**src/rtl/itrsi_pkg.sv**
```systemverilog
`default_nettype none
package itrsi_pkg;
    // ----------------------------------------
    // register offsets (indices, byte address is four times)
    // ----------------------------------------
    localparam logic [15:0] OFS_TRANSMIT = 16'h4360;
    localparam logic [15:0] OFS_RECEIVE = 16'h4362;
    localparam logic [15:0] OFS_OWN_ADDR = 16'h4364;
    localparam logic [15:0] OFS_CONTROL = 16'h4366;
    localparam logic [15:0] OFS_BUS_EVENT = 16'h4368;
    localparam logic [15:0] OFS_ACCESS = 16'h436A;
    localparam logic [15:0] OFS_IRQ_EN = 16'h436C;
    localparam int ADDR_W = 17;
    localparam int REG_W = 16;
    localparam int CTL_W = 9;
    // ----------------------------------------
    // control fields
    // ----------------------------------------
    localparam int CTL_COMM = 0;
    localparam int CTL_ASYNC = 1;
    localparam int CTL_FILTER = 2;
    localparam int CTL_STRETCH = 3;
    localparam int CTL_BUS_FREE_REQUEST_FLAG = 4;
    localparam int CTL_NAK = 5;
    localparam int CTL_SOFTRST = 6;
    localparam int CTL_ENABLE = 7;
    localparam int CTL_TBUF_CLR = 8;
    localparam logic [8:0] CTL_RESET = 9'h000;
    localparam logic [8:0] CTL_SOFTRST_VALUE = 9'h040;
    // ----------------------------------------
    // bus event and access state fields
    // ----------------------------------------
    localparam int EVT_STOP = 0;
    localparam int EVT_CNAK = 1;
    localparam int EVT_ASYNC = 2;
    localparam int EVT_MISMATCH = 3;
    localparam int EVT_BUS_FREE_REQUEST_FLAG = 4;
    localparam int EVT_OVF = 5;
    localparam int EVT_SUMMARY = 7;
    localparam int AST_RW = 0;
    localparam int AST_ADDRESSED = 1;
    localparam int AST_BUSY = 2;
    localparam int AST_TRANSMIT_EMPTY_FLAG = 3;
    localparam int AST_RECEIVE_READY_FLAG = 4;
    localparam int IEN_TX = 0;
    localparam int IEN_RX = 1;
    localparam int IEN_BUS = 2;
    // ----------------------------------------
    // serial framing
    // ----------------------------------------
    localparam logic [3:0] CNT_LAST_BIT = 4'h7;
    localparam logic [3:0] CNT_BYTE = 4'h8;
    localparam logic [3:0] CNT_ZERO = 4'h0;
    localparam logic [3:0] CNT_ONE = 4'h1;
    typedef enum logic [2:0] {
        ST_IDLE = 3'b000,
        ST_ADDR = 3'b001,
        ST_ADDR_ACK = 3'b010,
        ST_RX = 3'b011,
        ST_RX_ACK = 3'b100,
        ST_HOLD = 3'b101
    } itrsi_state_e;
endpackage
`default_nettype wire

```
**src/rtl/itrsi_top.sv**
```systemverilog
// How it works
// receive only when addressed with direction bit zero (controller writes)
// shift data MSB first on clock rises, copy to receive register after eight
// receive-ready flag bit 4 set on load, cleared by writing one
// without stretching software reads the byte within seven bus clocks
// with stretching, hold clock low until receive register is read
// unread byte overwritten by next one sets overflow bit 5, write-one clears
// acknowledge each byte low when nak select is zero, release when one
// software sets nak select within seven bus clocks of previous ready
// stop is data rising while clock high
// stop while addressed: flag bit 0, release lines, idle, clear addressed, busy
// stop flag stays set until software writes one
// repeated start while addressed also sets the stop flag
// software checks busy and addressed zero before leaving communication mode
// transmit interrupt on read request while transmit empty, drops on write
// transmit, receive, bus interrupts pass only when enables bits 0-2 set
// receive interrupt whenever ready flag rises on a byte load
// bus sources: async, underflow, nak, mismatch, overflow, bus free, stop; only mismatch, overflow and stop are built, the rest read zero
// any bus source sets summary bit 7 and asserts the interrupt
// mismatch when another target acknowledges our nak, never in async mode
// all enabled causes share one interrupt line
// busy set on start, addressed on own address, busy cleared on stop
// lines synchronised to the bus clock before edge and condition detection
`timescale 1ns/1ps
`default_nettype none
module itrsi_top (
    // apb slave
    input wire logic pclk,
    input wire logic presetn,
    input wire logic psel,
    input wire logic penable,
    input wire logic pwrite,
    input wire logic [16:0] paddr,
    input wire logic [31:0] pwdata,
    output logic [31:0] prdata,
    output logic pready,
    output logic pslverr,
    // i2c lines, open drain
    input wire logic serial_clock_pin_in,
    output logic serial_clock_pin_out,
    output logic serial_clock_pin_oe,
    input wire logic serial_data_pin_in,
    output logic serial_data_pin_out,
    output logic serial_data_pin_oe,
    // shared interrupt
    output logic irq
);
    // ----------------------------------------
    // line sampling
    // ----------------------------------------
    logic scl_s;
    logic sda_s;
    logic scl_rise;
    logic scl_fall;
    logic start_p;
    logic stop_p;
    itrsi_sync #(.W(2)) u_sync (
        .clk(pclk),
        .rst_n(presetn),
        .d({serial_clock_pin_in, serial_data_pin_in}),
        .q({scl_s, sda_s})
    );
    itrsi_linecond u_cond (
        .clk(pclk),
        .rst_n(presetn),
        .scl(scl_s),
        .sda(sda_s),
        .scl_rise(scl_rise),
        .scl_fall(scl_fall),
        .start_p(start_p),
        .stop_p(stop_p)
    );
    // ----------------------------------------
    // state
    // ----------------------------------------
    itrsi_pkg::itrsi_state_e state_q, state_d;
    logic [3:0] cnt_q, cnt_d;
    logic [7:0] shift_q, shift_d;
    logic [7:0] rx_q;
    logic [7:0] tx_q, tx_d;
    logic [6:0] own_q;
    logic [8:0] ctl_q, ctl_d;
    logic [2:0] ien_q;
    logic match_q, match_d;
    logic sda_oe_q, sda_oe_d;
    logic scl_oe_q, scl_oe_d;
    logic busy_q, busy_d;
    logic addressed_q, addressed_d;
    logic rw_q, rw_d;
    logic stop_seen_q, stop_seen_d;
    logic mism_q, mism_d;
    logic ovf_q, ovf_d;
    logic receive_ready_flag_q, receive_ready_flag_d;
    logic unread_q, unread_d;
    logic transmit_empty_flag_q, transmit_empty_flag_d;
    logic irq_d;
    logic pready_q;
    logic pslverr_q;
    logic [31:0] prdata_q;
    logic stop_set;
    logic mism_set;
    logic transmit_empty_flag_set;
    // ----------------------------------------
    // apb decode
    // ----------------------------------------
    wire setup_w = psel & ~penable;
    wire access_w = psel & penable & pready_q;
    wire wr_w = access_w & pwrite;
    wire rd_w = access_w & ~pwrite;
    wire sel_tx = (paddr[16:2] == itrsi_pkg::OFS_TRANSMIT[14:0]);
    wire sel_rx = (paddr[16:2] == itrsi_pkg::OFS_RECEIVE[14:0]);
    wire sel_own = (paddr[16:2] == itrsi_pkg::OFS_OWN_ADDR[14:0]);
    wire sel_ctl = (paddr[16:2] == itrsi_pkg::OFS_CONTROL[14:0]);
    wire sel_evt = (paddr[16:2] == itrsi_pkg::OFS_BUS_EVENT[14:0]);
    wire sel_ast = (paddr[16:2] == itrsi_pkg::OFS_ACCESS[14:0]);
    wire sel_ien = (paddr[16:2] == itrsi_pkg::OFS_IRQ_EN[14:0]);
    wire mapped = sel_tx | sel_rx | sel_own | sel_ctl | sel_evt | sel_ast | sel_ien;
    wire wr_tx = wr_w & sel_tx;
    wire wr_ctl = wr_w & sel_ctl;
    wire rd_rx = rd_w & sel_rx;
    wire [15:0] evt_clr = (wr_w & sel_evt) ? pwdata[15:0] : 16'h0000;
    wire [15:0] ast_clr = (wr_w & sel_ast) ? pwdata[15:0] : 16'h0000;
    wire [8:0] ctl_w = wr_ctl ? pwdata[8:0] : ctl_q;
    // protocol held in standby while disabled or in soft reset
    wire proto_off = ctl_q[itrsi_pkg::CTL_SOFTRST] | ~ctl_q[itrsi_pkg::CTL_ENABLE];
    wire own_match = ctl_q[itrsi_pkg::CTL_COMM] & (shift_q[7:1] == own_q);
    wire byte_done = scl_rise & (state_q == itrsi_pkg::ST_RX)
        & (cnt_q == itrsi_pkg::CNT_LAST_BIT);
    // unimplemented sources (async, controller nak, bus free) read zero
    wire summary = stop_seen_q | mism_q | ovf_q;
    logic [15:0] evt_word;
    logic [15:0] ast_word;
    always_comb
    begin
        evt_word = 16'h0000;
        evt_word[itrsi_pkg::EVT_STOP] = stop_seen_q;
        evt_word[itrsi_pkg::EVT_MISMATCH] = mism_q;
        evt_word[itrsi_pkg::EVT_OVF] = ovf_q;
        evt_word[itrsi_pkg::EVT_SUMMARY] = summary;
        ast_word = 16'h0000;
        ast_word[itrsi_pkg::AST_RW] = rw_q;
        ast_word[itrsi_pkg::AST_ADDRESSED] = addressed_q;
        ast_word[itrsi_pkg::AST_BUSY] = busy_q;
        ast_word[itrsi_pkg::AST_TRANSMIT_EMPTY_FLAG] = transmit_empty_flag_q;
        ast_word[itrsi_pkg::AST_RECEIVE_READY_FLAG] = receive_ready_flag_q;
    end
    wire [15:0] rd_word = sel_tx ? {8'h00, tx_q} :
        sel_rx ? {8'h00, rx_q} :
        sel_own ? {9'h000, own_q} :
        sel_ctl ? {7'h00, ctl_q} :
        sel_evt ? evt_word :
        sel_ast ? ast_word :
        sel_ien ? {13'h0000, ien_q} : 16'h0000;
    // ----------------------------------------
    // receive protocol
    // ----------------------------------------
    always_comb
    begin
        state_d = state_q;
        cnt_d = cnt_q;
        shift_d = shift_q;
        match_d = match_q;
        sda_oe_d = sda_oe_q;
        scl_oe_d = scl_oe_q;
        busy_d = busy_q;
        addressed_d = addressed_q;
        rw_d = rw_q;
        stop_set = 1'b0;
        mism_set = 1'b0;
        transmit_empty_flag_set = 1'b0;
        if (scl_rise && (state_q == itrsi_pkg::ST_ADDR || state_q == itrsi_pkg::ST_RX))
        begin
            shift_d = {shift_q[6:0], sda_s};
            cnt_d = cnt_q + itrsi_pkg::CNT_ONE;
        end
        unique case (state_q)
            itrsi_pkg::ST_IDLE:
            begin
                state_d = itrsi_pkg::ST_IDLE;
            end
            itrsi_pkg::ST_ADDR:
            begin
                if (scl_fall && cnt_q == itrsi_pkg::CNT_BYTE)
                begin
                    match_d = own_match;
                    addressed_d = own_match;
                    rw_d = own_match ? shift_q[0] : rw_q;
                    sda_oe_d = own_match;
                    state_d = itrsi_pkg::ST_ADDR_ACK;
                end
            end
            itrsi_pkg::ST_ADDR_ACK:
            begin
                // someone else acknowledged an address we left unanswered
                if (scl_rise && !match_q && !ctl_q[itrsi_pkg::CTL_ASYNC] && !sda_s)
                begin
                    mism_set = 1'b1;
                end
                if (scl_fall)
                begin
                    sda_oe_d = 1'b0;
                    cnt_d = itrsi_pkg::CNT_ZERO;
                    state_d = (match_q && !rw_q) ? itrsi_pkg::ST_RX : itrsi_pkg::ST_HOLD;
                    transmit_empty_flag_set = match_q & rw_q;
                end
            end
            itrsi_pkg::ST_RX:
            begin
                if (scl_fall && cnt_q == itrsi_pkg::CNT_BYTE)
                begin
                    state_d = itrsi_pkg::ST_RX_ACK;
                    sda_oe_d = ~ctl_q[itrsi_pkg::CTL_NAK];
                    scl_oe_d = ctl_q[itrsi_pkg::CTL_STRETCH] & unread_q;
                end
            end
            itrsi_pkg::ST_RX_ACK:
            begin
                if (scl_oe_q && !unread_q)
                begin
                    scl_oe_d = 1'b0;
                end
                if (scl_fall)
                begin
                    sda_oe_d = 1'b0;
                    cnt_d = itrsi_pkg::CNT_ZERO;
                    state_d = itrsi_pkg::ST_RX;
                end
            end
            itrsi_pkg::ST_HOLD:
            begin
                state_d = itrsi_pkg::ST_HOLD;
            end
            default:
            begin
                state_d = itrsi_pkg::ST_IDLE;
            end
        endcase
        if (start_p)
        begin
            stop_set = addressed_q;
            addressed_d = 1'b0;
            busy_d = 1'b1;
            state_d = itrsi_pkg::ST_ADDR;
            cnt_d = itrsi_pkg::CNT_ZERO;
            sda_oe_d = 1'b0;
            scl_oe_d = 1'b0;
        end
        if (stop_p)
        begin
            stop_set = addressed_q;
            addressed_d = 1'b0;
            busy_d = 1'b0;
            state_d = itrsi_pkg::ST_IDLE;
            sda_oe_d = 1'b0;
            scl_oe_d = 1'b0;
        end
        if (proto_off)
        begin
            stop_set = 1'b0;
            mism_set = 1'b0;
            transmit_empty_flag_set = 1'b0;
            state_d = itrsi_pkg::ST_IDLE;
            cnt_d = itrsi_pkg::CNT_ZERO;
            busy_d = 1'b0;
            addressed_d = 1'b0;
            sda_oe_d = 1'b0;
            scl_oe_d = 1'b0;
        end
    end
    // ----------------------------------------
    // flags: a hardware set beats a same-cycle clear
    // ----------------------------------------
    assign receive_ready_flag_d = byte_done | (receive_ready_flag_q & ~ast_clr[itrsi_pkg::AST_RECEIVE_READY_FLAG]);
    assign unread_d = byte_done | (unread_q & ~rd_rx);
    assign ovf_d = (byte_done & unread_q) | (ovf_q & ~evt_clr[itrsi_pkg::EVT_OVF]);
    assign stop_seen_d = stop_set | (stop_seen_q & ~evt_clr[itrsi_pkg::EVT_STOP]);
    assign mism_d = mism_set | (mism_q & ~evt_clr[itrsi_pkg::EVT_MISMATCH]);
    // a write while the clear bit is up stores data but leaves empty set
    assign transmit_empty_flag_d = transmit_empty_flag_set
        | (transmit_empty_flag_q & ~(wr_tx & ~ctl_q[itrsi_pkg::CTL_TBUF_CLR]));
    assign tx_d = wr_tx ? pwdata[7:0] : (ctl_q[itrsi_pkg::CTL_TBUF_CLR] ? 8'h00 : tx_q);
    // soft reset wipes every other control bit while it is held
    assign ctl_d = ctl_w[itrsi_pkg::CTL_SOFTRST] ? itrsi_pkg::CTL_SOFTRST_VALUE : ctl_w;
    assign irq_d = (transmit_empty_flag_q & addressed_q & rw_q & ien_q[itrsi_pkg::IEN_TX])
        | (receive_ready_flag_q & ien_q[itrsi_pkg::IEN_RX])
        | (summary & ien_q[itrsi_pkg::IEN_BUS]);
    // ----------------------------------------
    // registers
    // ----------------------------------------
    always_ff @(posedge pclk or negedge presetn)
    begin
        if (!presetn)
        begin
            state_q <= itrsi_pkg::ST_IDLE;
            cnt_q <= itrsi_pkg::CNT_ZERO;
            shift_q <= 8'h00;
            match_q <= 1'b0;
            sda_oe_q <= 1'b0;
            scl_oe_q <= 1'b0;
            busy_q <= 1'b0;
            addressed_q <= 1'b0;
            rw_q <= 1'b0;
        end
        else
        begin
            state_q <= state_d;
            cnt_q <= cnt_d;
            shift_q <= shift_d;
            match_q <= match_d;
            sda_oe_q <= sda_oe_d;
            scl_oe_q <= scl_oe_d;
            busy_q <= busy_d;
            addressed_q <= addressed_d;
            rw_q <= rw_d;
        end
    end
    always_ff @(posedge pclk or negedge presetn)
    begin
        if (!presetn)
        begin
            rx_q <= 8'h00;
            receive_ready_flag_q <= 1'b0;
            unread_q <= 1'b0;
            ovf_q <= 1'b0;
            stop_seen_q <= 1'b0;
            mism_q <= 1'b0;
            transmit_empty_flag_q <= 1'b0;
            irq <= 1'b0;
        end
        else
        begin
            rx_q <= byte_done ? shift_d : rx_q;
            receive_ready_flag_q <= receive_ready_flag_d;
            unread_q <= unread_d;
            ovf_q <= ovf_d;
            stop_seen_q <= stop_seen_d;
            mism_q <= mism_d;
            transmit_empty_flag_q <= transmit_empty_flag_d;
            irq <= irq_d;
        end
    end
    always_ff @(posedge pclk or negedge presetn)
    begin
        if (!presetn)
        begin
            tx_q <= 8'h00;
            own_q <= 7'h00;
            ctl_q <= itrsi_pkg::CTL_RESET;
            ien_q <= 3'h0;
            pready_q <= 1'b0;
            pslverr_q <= 1'b0;
            prdata_q <= 32'h0000_0000;
        end
        else
        begin
            tx_q <= tx_d;
            own_q <= (wr_w & sel_own) ? pwdata[6:0] : own_q;
            ctl_q <= ctl_d;
            ien_q <= (wr_w & sel_ien) ? pwdata[2:0] : ien_q;
            pready_q <= setup_w;
            pslverr_q <= setup_w & ~mapped;
            prdata_q <= (setup_w & ~pwrite) ? {16'h0000, rd_word} : 32'h0000_0000;
        end
    end
    assign pready = pready_q;
    assign pslverr = pslverr_q;
    assign prdata = prdata_q;
    assign serial_clock_pin_oe = scl_oe_q;
    assign serial_data_pin_oe = sda_oe_q;
    // open drain: only ever pulls low
    always_ff @(posedge pclk or negedge presetn)
    begin
        if (!presetn)
        begin
            serial_clock_pin_out <= 1'b0;
            serial_data_pin_out <= 1'b0;
        end
        else
        begin
            serial_clock_pin_out <= 1'b0;
            serial_data_pin_out <= 1'b0;
        end
    end
endmodule
`default_nettype wire

```
**src/rtl/itrsi_sync.sv**
```systemverilog
`timescale 1ns/1ps
`default_nettype none
module itrsi_sync #(
    parameter int W = 2
) (
    // clock and reset
    input wire logic clk,
    input wire logic rst_n,
    // lines
    input wire logic [W-1:0] d,
    output logic [W-1:0] q
);
    // ----------------------------------------
    // two-stage synchroniser per line
    // ----------------------------------------
    genvar i;
    generate
        for (i = 0; i < W; i++)
        begin : g_bit
            logic meta_q;
            // reset high: an idle bus rests released
            always_ff @(posedge clk or negedge rst_n)
            begin
                if (!rst_n)
                begin
                    meta_q <= 1'b1;
                    q[i] <= 1'b1;
                end
                else
                begin
                    meta_q <= d[i];
                    q[i] <= meta_q;
                end
            end
        end
    endgenerate
endmodule
`default_nettype wire

```
**src/rtl/itrsi_linecond.sv**
```systemverilog
`timescale 1ns/1ps
`default_nettype none
module itrsi_linecond (
    // clock and reset
    input wire logic clk,
    input wire logic rst_n,
    // synchronised lines
    input wire logic scl,
    input wire logic sda,
    // events
    output logic scl_rise,
    output logic scl_fall,
    output logic start_p,
    output logic stop_p
);
    logic scl_q;
    logic sda_q;
    always_ff @(posedge clk or negedge rst_n)
    begin
        if (!rst_n)
        begin
            scl_q <= 1'b1;
            sda_q <= 1'b1;
        end
        else
        begin
            scl_q <= scl;
            sda_q <= sda;
        end
    end
    assign scl_rise = scl & ~scl_q;
    assign scl_fall = ~scl & scl_q;
    // data edges count only while clock stays high over both samples
    assign start_p = scl & scl_q & sda_q & ~sda;
    assign stop_p = scl & scl_q & ~sda_q & sda;
endmodule
`default_nettype wire

```
**config.mk**
```make
export PLATFORM = sky130hd
export DESIGN_NAME = itrsi_top
export DESIGN_NICKNAME = d
export VERILOG_FILES = /design/src/rtl/itrsi_pkg.sv /design/src/rtl/itrsi_top.sv /design/src/rtl/itrsi_sync.sv /design/src/rtl/itrsi_linecond.sv
export SDC_FILE = /design/constraint.sdc
export NUM_CORES = 1
export LEC_CHECK = 0
export BUFFER_PORTS_ARGS = -buffer_cell sky130_fd_sc_hd__buf_2
export CAP_MARGIN = 25
export CELL_PAD_IN_SITES_DETAIL_PLACEMENT = 0
export CELL_PAD_IN_SITES_GLOBAL_PLACEMENT = 1
export CORE_ASPECT_RATIO = 1.4
export CORE_MARGIN = 2
export CORE_UTILIZATION = 37
export DETAILED_ROUTE_END_ITERATION = 10
export PLACE_DENSITY = 0.86
export SYNTH_ARGS = -nofsm -noshare
export SYNTH_HDL_FRONTEND = slang
export SYNTH_SLANG_ARGS = --single-unit
```
**constraint.sdc**
```tcl
create_clock -name pclk -period 2.4 [get_ports pclk]
set_input_delay 0.48 -clock pclk [delete_from_list [all_inputs] [get_ports pclk]]
set_output_delay 0.48 -clock pclk [all_outputs]
set_load 0.02 [all_outputs]
```
==> results.md, run 1 <==
* Initial antenna violation count at 0
* Worst max-slew margin expressed relative to the limit at between 40% and 50%
* DRC Markers at 0
* Number of flops mapped to enable cells by yosys at 0
* Type of origin of the critical path: input port
* Fmax at roughly 450 MHz
* Syn avg cell area at slightly above 10 um^2
* Skew final at 8.28 ps
* Critical path required time at ~2600 ps
* Post_cts resized at 0
* I/O Pins at 95
* Number of register bits inferred by synthesis at 80
* Minimum clock period after layout at approximately 2200 ps
* Fraction of synthesized cell area taken by the top area cell type at 44.3%
* Final period util at 91.7%
* First-pass GRT wire length at around 18 mm
* Horizontal die dimension at ~94 um
* Max-slew violation total from the final report at 0
* Post-DP HPWL at 8.64 mm
* Leading cell types by total area after synthesis: sky130_fd_sc_hd__dfrtp_1, sky130_fd_sc_hd__mux2_2, sky130_fd_sc_hd__buf_4
* Fill cells at between 1k and 1.5k
* Count of endpoints failing hold in the final timing report at 0
* Average routed wire per standard cell at 18.2 um
* Antenna fix cells at 0
* Synthesis Warnings at 0
* Buffer count from post-CTS setup fixing at 0
* Fraction of synthesis flops using an asynchronous set or reset pin at 100%
* Cells after Synth at 414
* Overflow left after global routing at 0
* Transition time at the pin with the least slew margin at approximately 800 ps
* WHS at roughly 130 ps
* Total Wirelength at 11.3 mm
* Global placement routability congestion at just under 1
* Critical Path Fanout Max at 7
* Die area at roughly 0.012 mm^2
* Core area at between 0.01 and 0.015 mm^2
* Leading register cell type out of synthesis: sky130_fd_sc_hd__dfrtp_1
* Largest net degree at the start of global routing at 43
* Vias in the first global route at 3310
* Core utilization of the finished layout at a little under half
* Longest Clk Path Bufs at 2
* Combined global-route utilization of all metal layers at 19.7%
* Power Dens Cells at just over 600 mW/mm^2
* Fraction of final layout cells with drive strength greater than 1 at 26.0%
* Hold bufs inserted after CTS at 0
* Outcome: complete, no violations
* Number of design-rule violations left by the first detailed-router iteration at 195
* TritonCTS clock tree: yes
* Most common cell after layout, fill and taps aside: sky130_fd_sc_hd__dfrtp_1
* Total of endpoints with negative setup slack in the final report at 0
* Clock insertion delay at the later pin of the skew report at between 300 and 400 ps
* Setup slack, reg-to-reg at 200 ps
* Setup CP Type: in2reg
* Starting density of the core at a little under two fifths
* Peak ir drop on the vdd network at between 0.3 and 0.4 mV
* Reg clk slew, reported paths at about 60 ps
* Stage delay of the slowest cell on the critical path at between 500 and 600 ps
* Vias after detailed routing at roughly 3.3k
* Leading cell types in the layout, fill and taps excluded: sky130_fd_sc_hd__dfrtp_1, sky130_fd_sc_hd__buf_2, sky130_fd_sc_hd__o21ai_0, sky130_fd_sc_hd__nand2_1, sky130_fd_sc_hd__mux2_2
* Count of cell types in the netlist at 57
* Die H at 130 um
* CP Data Arrival Time at roughly 2400 ps
* Setup crit start: paddr[12]
* Cell at the slowest stage of the critical path: sky130_fd_sc_hd__or4b_4
* Number of nets in the finished design at around 530
* Total clock sinks at 80
* Clock buffer count from CTS at 9
* Layout-stage area growth over the synthesis result at 18.4%
* Core Rows at 45
* Cell breakdown of the critical path: buf_2 > or4b_4 > or4b_1 > buf_4 > nor2_4 > mux2_2
* Detail Route Antenna Nets at 0
* Synthesized cell area at between 0.004 and 0.005 mm^2
* Cell taking the most area after synthesis: sky130_fd_sc_hd__dfrtp_1
* Total of buffers placed on input and output ports at 44
* Setup repair after global routing missed its margin: no
* Clock root cell: sky130_fd_sc_hd__clkbuf_16
* DRT Pass-1 Iters at 4
* Kind of end point of the critical path: register
* Max-Cap Viols at 0
* Standby leakage power at between 2 and 2.5 nW
* RR Startpoint: state_q[2]
* Vias per cell at ~5.3
* Worst Hold Class: in2async
* Number of H-tree levels at 3
* Fin Setup TNS at 0 ps
* Sequential share of the synthesized area at 48.1%
## synthesized netlist by cell type, types with 2 or more instances
master                      number
sky130_fd_sc_hd__a21o_1          3
sky130_fd_sc_hd__a21oi_1        11
sky130_fd_sc_hd__a22oi_1         4
sky130_fd_sc_hd__a31oi_1         4
sky130_fd_sc_hd__and2_1          7
sky130_fd_sc_hd__and3_1          5
sky130_fd_sc_hd__buf_4          25
sky130_fd_sc_hd__clkbuf_1       14
sky130_fd_sc_hd__dfrtp_1        74
sky130_fd_sc_hd__dfstp_2         6
sky130_fd_sc_hd__ha_1            2
sky130_fd_sc_hd__inv_1          11
sky130_fd_sc_hd__mux2_2         29
sky130_fd_sc_hd__nand2_1        31
sky130_fd_sc_hd__nand2b_1       19
sky130_fd_sc_hd__nand3_1         8
sky130_fd_sc_hd__nand3b_1       10
sky130_fd_sc_hd__nand4_1        12
sky130_fd_sc_hd__nand4b_1        2
sky130_fd_sc_hd__nor2_1         20
sky130_fd_sc_hd__nor2b_1        12
sky130_fd_sc_hd__nor3_1          9
sky130_fd_sc_hd__nor3b_1         2
sky130_fd_sc_hd__nor4_1          2
sky130_fd_sc_hd__nor4bb_1        2
sky130_fd_sc_hd__o211ai_1        4
sky130_fd_sc_hd__o21ai_0        33
sky130_fd_sc_hd__o221ai_1        3
sky130_fd_sc_hd__o22ai_1         2
sky130_fd_sc_hd__o2bb2ai_1       2
sky130_fd_sc_hd__o31a_1          2
sky130_fd_sc_hd__o31ai_1         4
sky130_fd_sc_hd__or4_1           4
sky130_fd_sc_hd__or4b_1          2
sky130_fd_sc_hd__xnor2_1        12
## logic make-up after synthesis
family	after synthesis	share of synthesized area [%]
AO/OA/AOI/OAI	80	11.9
XOR/XNOR	12	2.52
adder cells (fa/ha/maj)	2	0.599
buffers and inverters	53	7.07
flip-flops	80	48.1
multiplexers	29	7.82
other	1	0.0898
AND/OR/NAND/NOR	157	21.9
## layout make-up
type | count | area [um^2] | area share [%]
inverter | 11 | 41.3 | 0.835
timing repair buffer | 68 | 428 | 8.65
clock buffer | 10 | 239 | 4.83
clock inverter | 6 | 90.1 | 1.82
sequential | 80 | 2010 | 40.6
multi-input combinational | 305 | 1960 | 39.7
tap | 141 | 176 | 3.57
## where the power goes
| group | internal (W) | switching, W |
|---|---|---|
| clock | 0.000942 | 0.000564 |
| combinational | 0.0000584 | 0.000133 |
| sequential | 0.00136 | 0.00000720 |
## sequential cells by signal (all words and copies together), names as in the netlist, 2 cells and up
signal / count
tx_q: 8
ctl_q: 9
prdata: 9
u_sync.q: 2
u_sync.g_bit.meta_q: 2
cnt_q: 4
state_q: 3
ien_q: 3
rx_q: 8
own_q: 7
shift_q: 8
## worst max-delay path, delay by kind of cell
kind | cells | cell delay, ps
buffers and inverters | 2 | 300
and+or+nand+nor | 3 | 1290
muxes | 1 | 370
## layer usage
metal | wire length, um | GRT usage, % | vias to the layer above
met4 | 332 | 7.50 | 0
met1 | 4570 | 24.2 | 1643
met2 | 6000 | 34.3 | 83
met3 | 386 | 3.70 | 19
li1 | - | - | 1554
met5 | 0 | 0 | -
## through the flow
step | instances | worst slack (ps) | total power (W) | area (um^2)
3_3_place_gp | 605 | -127 | 0.00158 | 4620
2_1_floorplan | 438 | 64.2 | 0.00151 | 4270
6_report | 621 | 200 | 0.00307 | 4950
3_5_place_dp | 605 | -158 | 0.00158 | 4620
5_1_grt | 621 | 116 | 0.00317 | 4950
4_1_cts | 621 | 201 | 0.00309 | 4950
## worst paths after layout
path                       cells after the start                      to
setup / recovery                               6                own_q[5]
hold / removal                                 1                 tx_q[0]
setup reg to reg                               4                 rx_q[4]
hold reg to reg                                0             u_sync.q[1]
max in group asynchronous                      2                own_q[0]
min in group pclk                              1  u_sync.g_bit[1].meta_q
(Power assumes the default switching activity.)
==> run 2: changes to the inputs <==
ABC_AREA = 1   (was default)
CORE_UTILIZATION = 36   (was 37)
PLACE_DENSITY = 0.87   (was 0.86)
==> run 2 against run 1 <==
Effect of this change:
- sequential power is essentially flat
- final cell count up 14%
- sequential share of layout area up 1.3 points
- clock skew is 3.8 ps lower
- clock-buffer cell count rose by 2
- highest routed layer unchanged
- sequential cell count unchanged
- first-iteration DRC count grew 28%
- register-to-register slack better by 340 ps
- synthesized area shrank 0.90%
==> results.md, run 2 <==
* Type of origin of the critical path: register (was input port)
* Cell area after placement at 0.00448 mm^2 (was 0.00462 mm^2)
* Count of cell types in the netlist at 42 (was 57)
* Starting density of the core at 36.7% (was 38.2%)
* Stage delay of the slowest cell on the critical path at 630 ps (was 560 ps)
* Vias per cell at 4.88 (was 5.31)
* Core Rows at 46 (was 45)
* Reg clk slew, reported paths at 60 ps (about the same)
* Average routed wire per standard cell at 14.4 um (was 18.2 um)
* Clock root cell: sky130_fd_sc_hd__clkbuf_16 (unchanged)
* Vias in the first global route at 3371 (was 3310)
* Fraction of synthesis flops using an asynchronous set or reset pin at 100% (unchanged)
* Outcome: complete, no violations (unchanged)
* Initial antenna violation count at 0 (unchanged)
* Setup CP Type: reg2reg (was in2reg)
* Total of buffers placed on input and output ports at 44 (unchanged)
* Fraction of final layout cells with drive strength greater than 1 at 18.4% (was 26.0%)
* Critical Path Fanout Max at 4 (was 7)
* I/O Pins at 95 (unchanged)
* Reg area at 0.00201 mm^2 (unchanged)
* DRT Pass-1 Iters at 4 (unchanged)
* Number of register bits inferred by synthesis at 80 (unchanged)
* Fmax at 537 MHz (was 455 MHz)
* Die H at 131 um (was 130 um)
* Total clock sinks at 80 (unchanged)
* Design internal power at 0.00228 W (was 0.00236 W)
* Number of design-rule violations left by the first detailed-router iteration at 249 (was 195)
* Switching share of power at 22.3% (was 23.0%)
* First-pass GRT wire length at 16.4 mm (was 18.0 mm)
* Minimum clock period after layout at 1860 ps (was 2200 ps)
* Synthesized cell area at 0.00414 mm^2 (was 0.00418 mm^2)
* Transition time at the pin with the least slew margin at 701 ps (was 805 ps)
* Final period util at 77.6% (was 91.7%)
* Cell breakdown of the critical path: nand2_1 > o21ai_0 > nor4_1 > nand4_1 > o21ai_0 (was buf_2 > or4b_4 > or4b_1 > buf_4 > nor2_4 > mux2_2)
* Antenna fix cells at 0 (unchanged)
* Post_cts resized at 0 (unchanged)
* Core area at 0.0113 mm^2 (was 0.0109 mm^2)
* Clock buffer count from CTS at 9 (unchanged)
* DRC Markers at 0 (unchanged)
* Worst max-slew margin expressed relative to the limit at 52.8% (was 45.8%)
* Total Wirelength at 10.2 mm (was 11.3 mm)
* Synthesis Warnings at 0 (unchanged)
* Setup repair after global routing missed its margin: no (unchanged)
* Combinational Power Share at 4.9% (was 6.2%)
* Cell at the slowest stage of the critical path: sky130_fd_sc_hd__nor4_1 (was sky130_fd_sc_hd__or4b_4)
* Most common cell after layout, fill and taps aside: sky130_fd_sc_hd__nand2_1 (was sky130_fd_sc_hd__dfrtp_1)
* Clock insertion delay at the later pin of the skew report at 340 ps (was 350 ps)
* Leading register cell type out of synthesis: sky130_fd_sc_hd__dfrtp_1 (unchanged)
* Syn avg cell area at 8.21 um^2 (was 10.1 um^2)
* Cell type with the highest occurrence count on the critical path: sky130_fd_sc_hd__o21ai_0
* Cells after Synth at 504 (was 414)
* Fraction of synthesized cell area taken by the top area cell type at 44.7% (was 44.3%)
* Buffer count from post-CTS setup fixing at 0 (unchanged)
* Die area at 0.0124 mm^2 (was 0.0122 mm^2)
* Max-slew violation total from the final report at 0 (unchanged)
* Cell taking the most area after synthesis: sky130_fd_sc_hd__dfrtp_1 (unchanged)
* TritonCTS clock tree: yes (unchanged)
* Post-DP HPWL at 7.96 mm (was 8.64 mm)
* Final design area excluding fillers at 0.00480 mm^2 (was 0.00495 mm^2)
* Fill cells at 1149 (was 1071)
* Hold bufs inserted after CTS at 0 (unchanged)
* Peak ir drop on the vdd network at 0.350 mV (was 0.395 mV)
* Total of endpoints with negative setup slack in the final report at 0 (unchanged)
* Fin Setup TNS at 0 ps (unchanged)
* Horizontal die dimension at 94.6 um (was 93.8 um)
* Power Dens Cells at 613 mW/mm^2 (was 620 mW/mm^2)
* Number of nets in the finished design at 618 (was 533)
* Number of flops mapped to enable cells by yosys at 0 (unchanged)
* Switching power summed over all nets at 0.000654 W (was 0.000705 W)
* Core utilization of the finished layout at 42.5% (was 45.3%)
* Detail Route Antenna Nets at 0 (unchanged)
* Longest Clk Path Bufs at 2 (unchanged)
* Count of endpoints failing hold in the final timing report at 0 (unchanged)
* Skew final at 4.49 ps (was 8.28 ps)
* Largest net degree at the start of global routing at 45 (was 43)
* Overflow left after global routing at 0 (unchanged)
* CP Data Arrival Time at 2110 ps (was 2430 ps)
* Most repeated cell in the gate-level netlist after synthesis: sky130_fd_sc_hd__nand2_1 (was sky130_fd_sc_hd__dfrtp_1)
* Number of H-tree levels at 3 (unchanged)
* Area of combinational cells with multiple inputs at 0.00172 mm^2 (was 0.00196 mm^2)
* Most numerous cell types in the synthesized netlist: sky130_fd_sc_hd__nand2_1, sky130_fd_sc_hd__dfrtp_1, sky130_fd_sc_hd__inv_1 (was sky130_fd_sc_hd__dfrtp_1, sky130_fd_sc_hd__o21ai_0, sky130_fd_sc_hd__nand2_1)
* Flop pwr share at 46.4% (was 44.6%)
* Layout-stage area growth over the synthesis result at 15.9% (was 18.4%)
* Leading cell types in the layout, fill and taps excluded: sky130_fd_sc_hd__nand2_1, sky130_fd_sc_hd__dfrtp_1, sky130_fd_sc_hd__inv_1, sky130_fd_sc_hd__o21ai_0, sky130_fd_sc_hd__buf_2 (was sky130_fd_sc_hd__dfrtp_1, sky130_fd_sc_hd__buf_2, sky130_fd_sc_hd__o21ai_0, sky130_fd_sc_hd__nand2_1, sky130_fd_sc_hd__mux2_2)
* Standby leakage power at 2.36 nW (was 2.20 nW)
* Max-Cap Viols at 0 (unchanged)
* Vias after detailed routing at 3462 (was 3299)
* Critical path required time at 2650 ps (was 2630 ps)
* Sequential share of the synthesized area at 48.5% (was 48.1%)
* Worst Hold Class: in2async (unchanged)
* Combined global-route utilization of all metal layers at 17.5% (was 19.7%)
* Proportion of power drawn by the clock network at 48.6% (was 49.2%)
* Kind of end point of the critical path: register (unchanged)
* Leading cell types by total area after synthesis: sky130_fd_sc_hd__dfrtp_1, sky130_fd_sc_hd__nand2_1, sky130_fd_sc_hd__inv_1 (was sky130_fd_sc_hd__dfrtp_1, sky130_fd_sc_hd__mux2_2, sky130_fd_sc_hd__buf_4)
* Global placement routability congestion at 0.863 (was 0.964)
==> run 2: cell count changes after synthesis, sizes merged, moves of 18 or more <==
cell | before | now
a21oi | 11 | 29
nand3 | 8 | 29
nand2 | 31 | 111
mux2 | 29 | 0
inv | 11 | 72
nand2b | 19 | 0
o21ai | 34 | 55
nor2 | 21 | 45
==> run 2: metal layers <==
layer | track usage (%) | share of wire (%)
met1 | 19.6 | 39
met2 | 31.0 | 53
met3 | 3.56 | 3.9
met4 | 9.29 | 4.0
met5 | 0 | 0
==> run 2: path summary, 6_finish.rpt <==
kind | depth (start not counted) | end | startpoint | slack [ps]
worst min-delay path | 1 | prdata[4] | presetn | 130
min in group pclk | 1 | u_sync.g_bit[1].meta_q | serial_clock_pin_in | 240
worst max-delay path | 5 | rw_q | own_q[2] | 540
worst min register to register | 0 | u_sync.q[1] | u_sync.g_bit[1].meta_q | 360
worst max register to register | 5 | rw_q | own_q[2] | 540
max in group asynchronous | 2 | rx_q[7] | presetn | 1640
==> run 2: power groups by stage <==
stage / sequential [W] / combinational [W] / clock, W
final: 0.00136 / 0.000145 / 0.00143
after global routing: 0.00136 / 0.000162 / 0.00152
after CTS: 0.00136 / 0.000148 / 0.00145
after detailed placement: 0.00139 / 0.000147 / 0
after global placement: 0.00139 / 0.000146 / 0
after floorplan: 0.00139 / 0.000101 / 0
==> run 2: cell type report <==
class	instances	share of cell area [%]
well taps	144	3.76
repair buffers	51	6.00
clock inverters	4	1.07
flip-flops and latches	80	41.9
inverters	74	5.82
multi-input cells	344	35.9
clock buffers	12	5.56
==> run 2: metrics by stage <==
step	power, W	cells	setup slack [ps]	hold WS (ps)
floorplan	0.00149	528	831	184
global placement	0.00153	693	471	346
detailed placement	0.00154	693	417	347
CTS	0.00296	709	592	153
global route	0.00305	709	374	177
finish	0.00294	709	537	131
==> run 2: worst max-delay path, delay by kind of cell, from the launching register on <==
kind               cells  cell delay (ps)
DFF                    1              430
and+or+nand+nor        3             1040
AOI/OAI and AO/OA      2              310
==> run 2: cell families after synthesis <==
| family | count (synthesis) | synth area share, % |
|---|---|---|
| buffers and inverters | 104 | 12.0 |
| AOI/OAI and AO/OA | 103 | 13.8 |
| DFF | 80 | 48.5 |
| adders and majority gates | 2 | 0.604 |
| other | 1 | 0.0906 |
| xor gates and xnor gates | 5 | 1.06 |
| and+or+nand+nor | 209 | 23.9 |
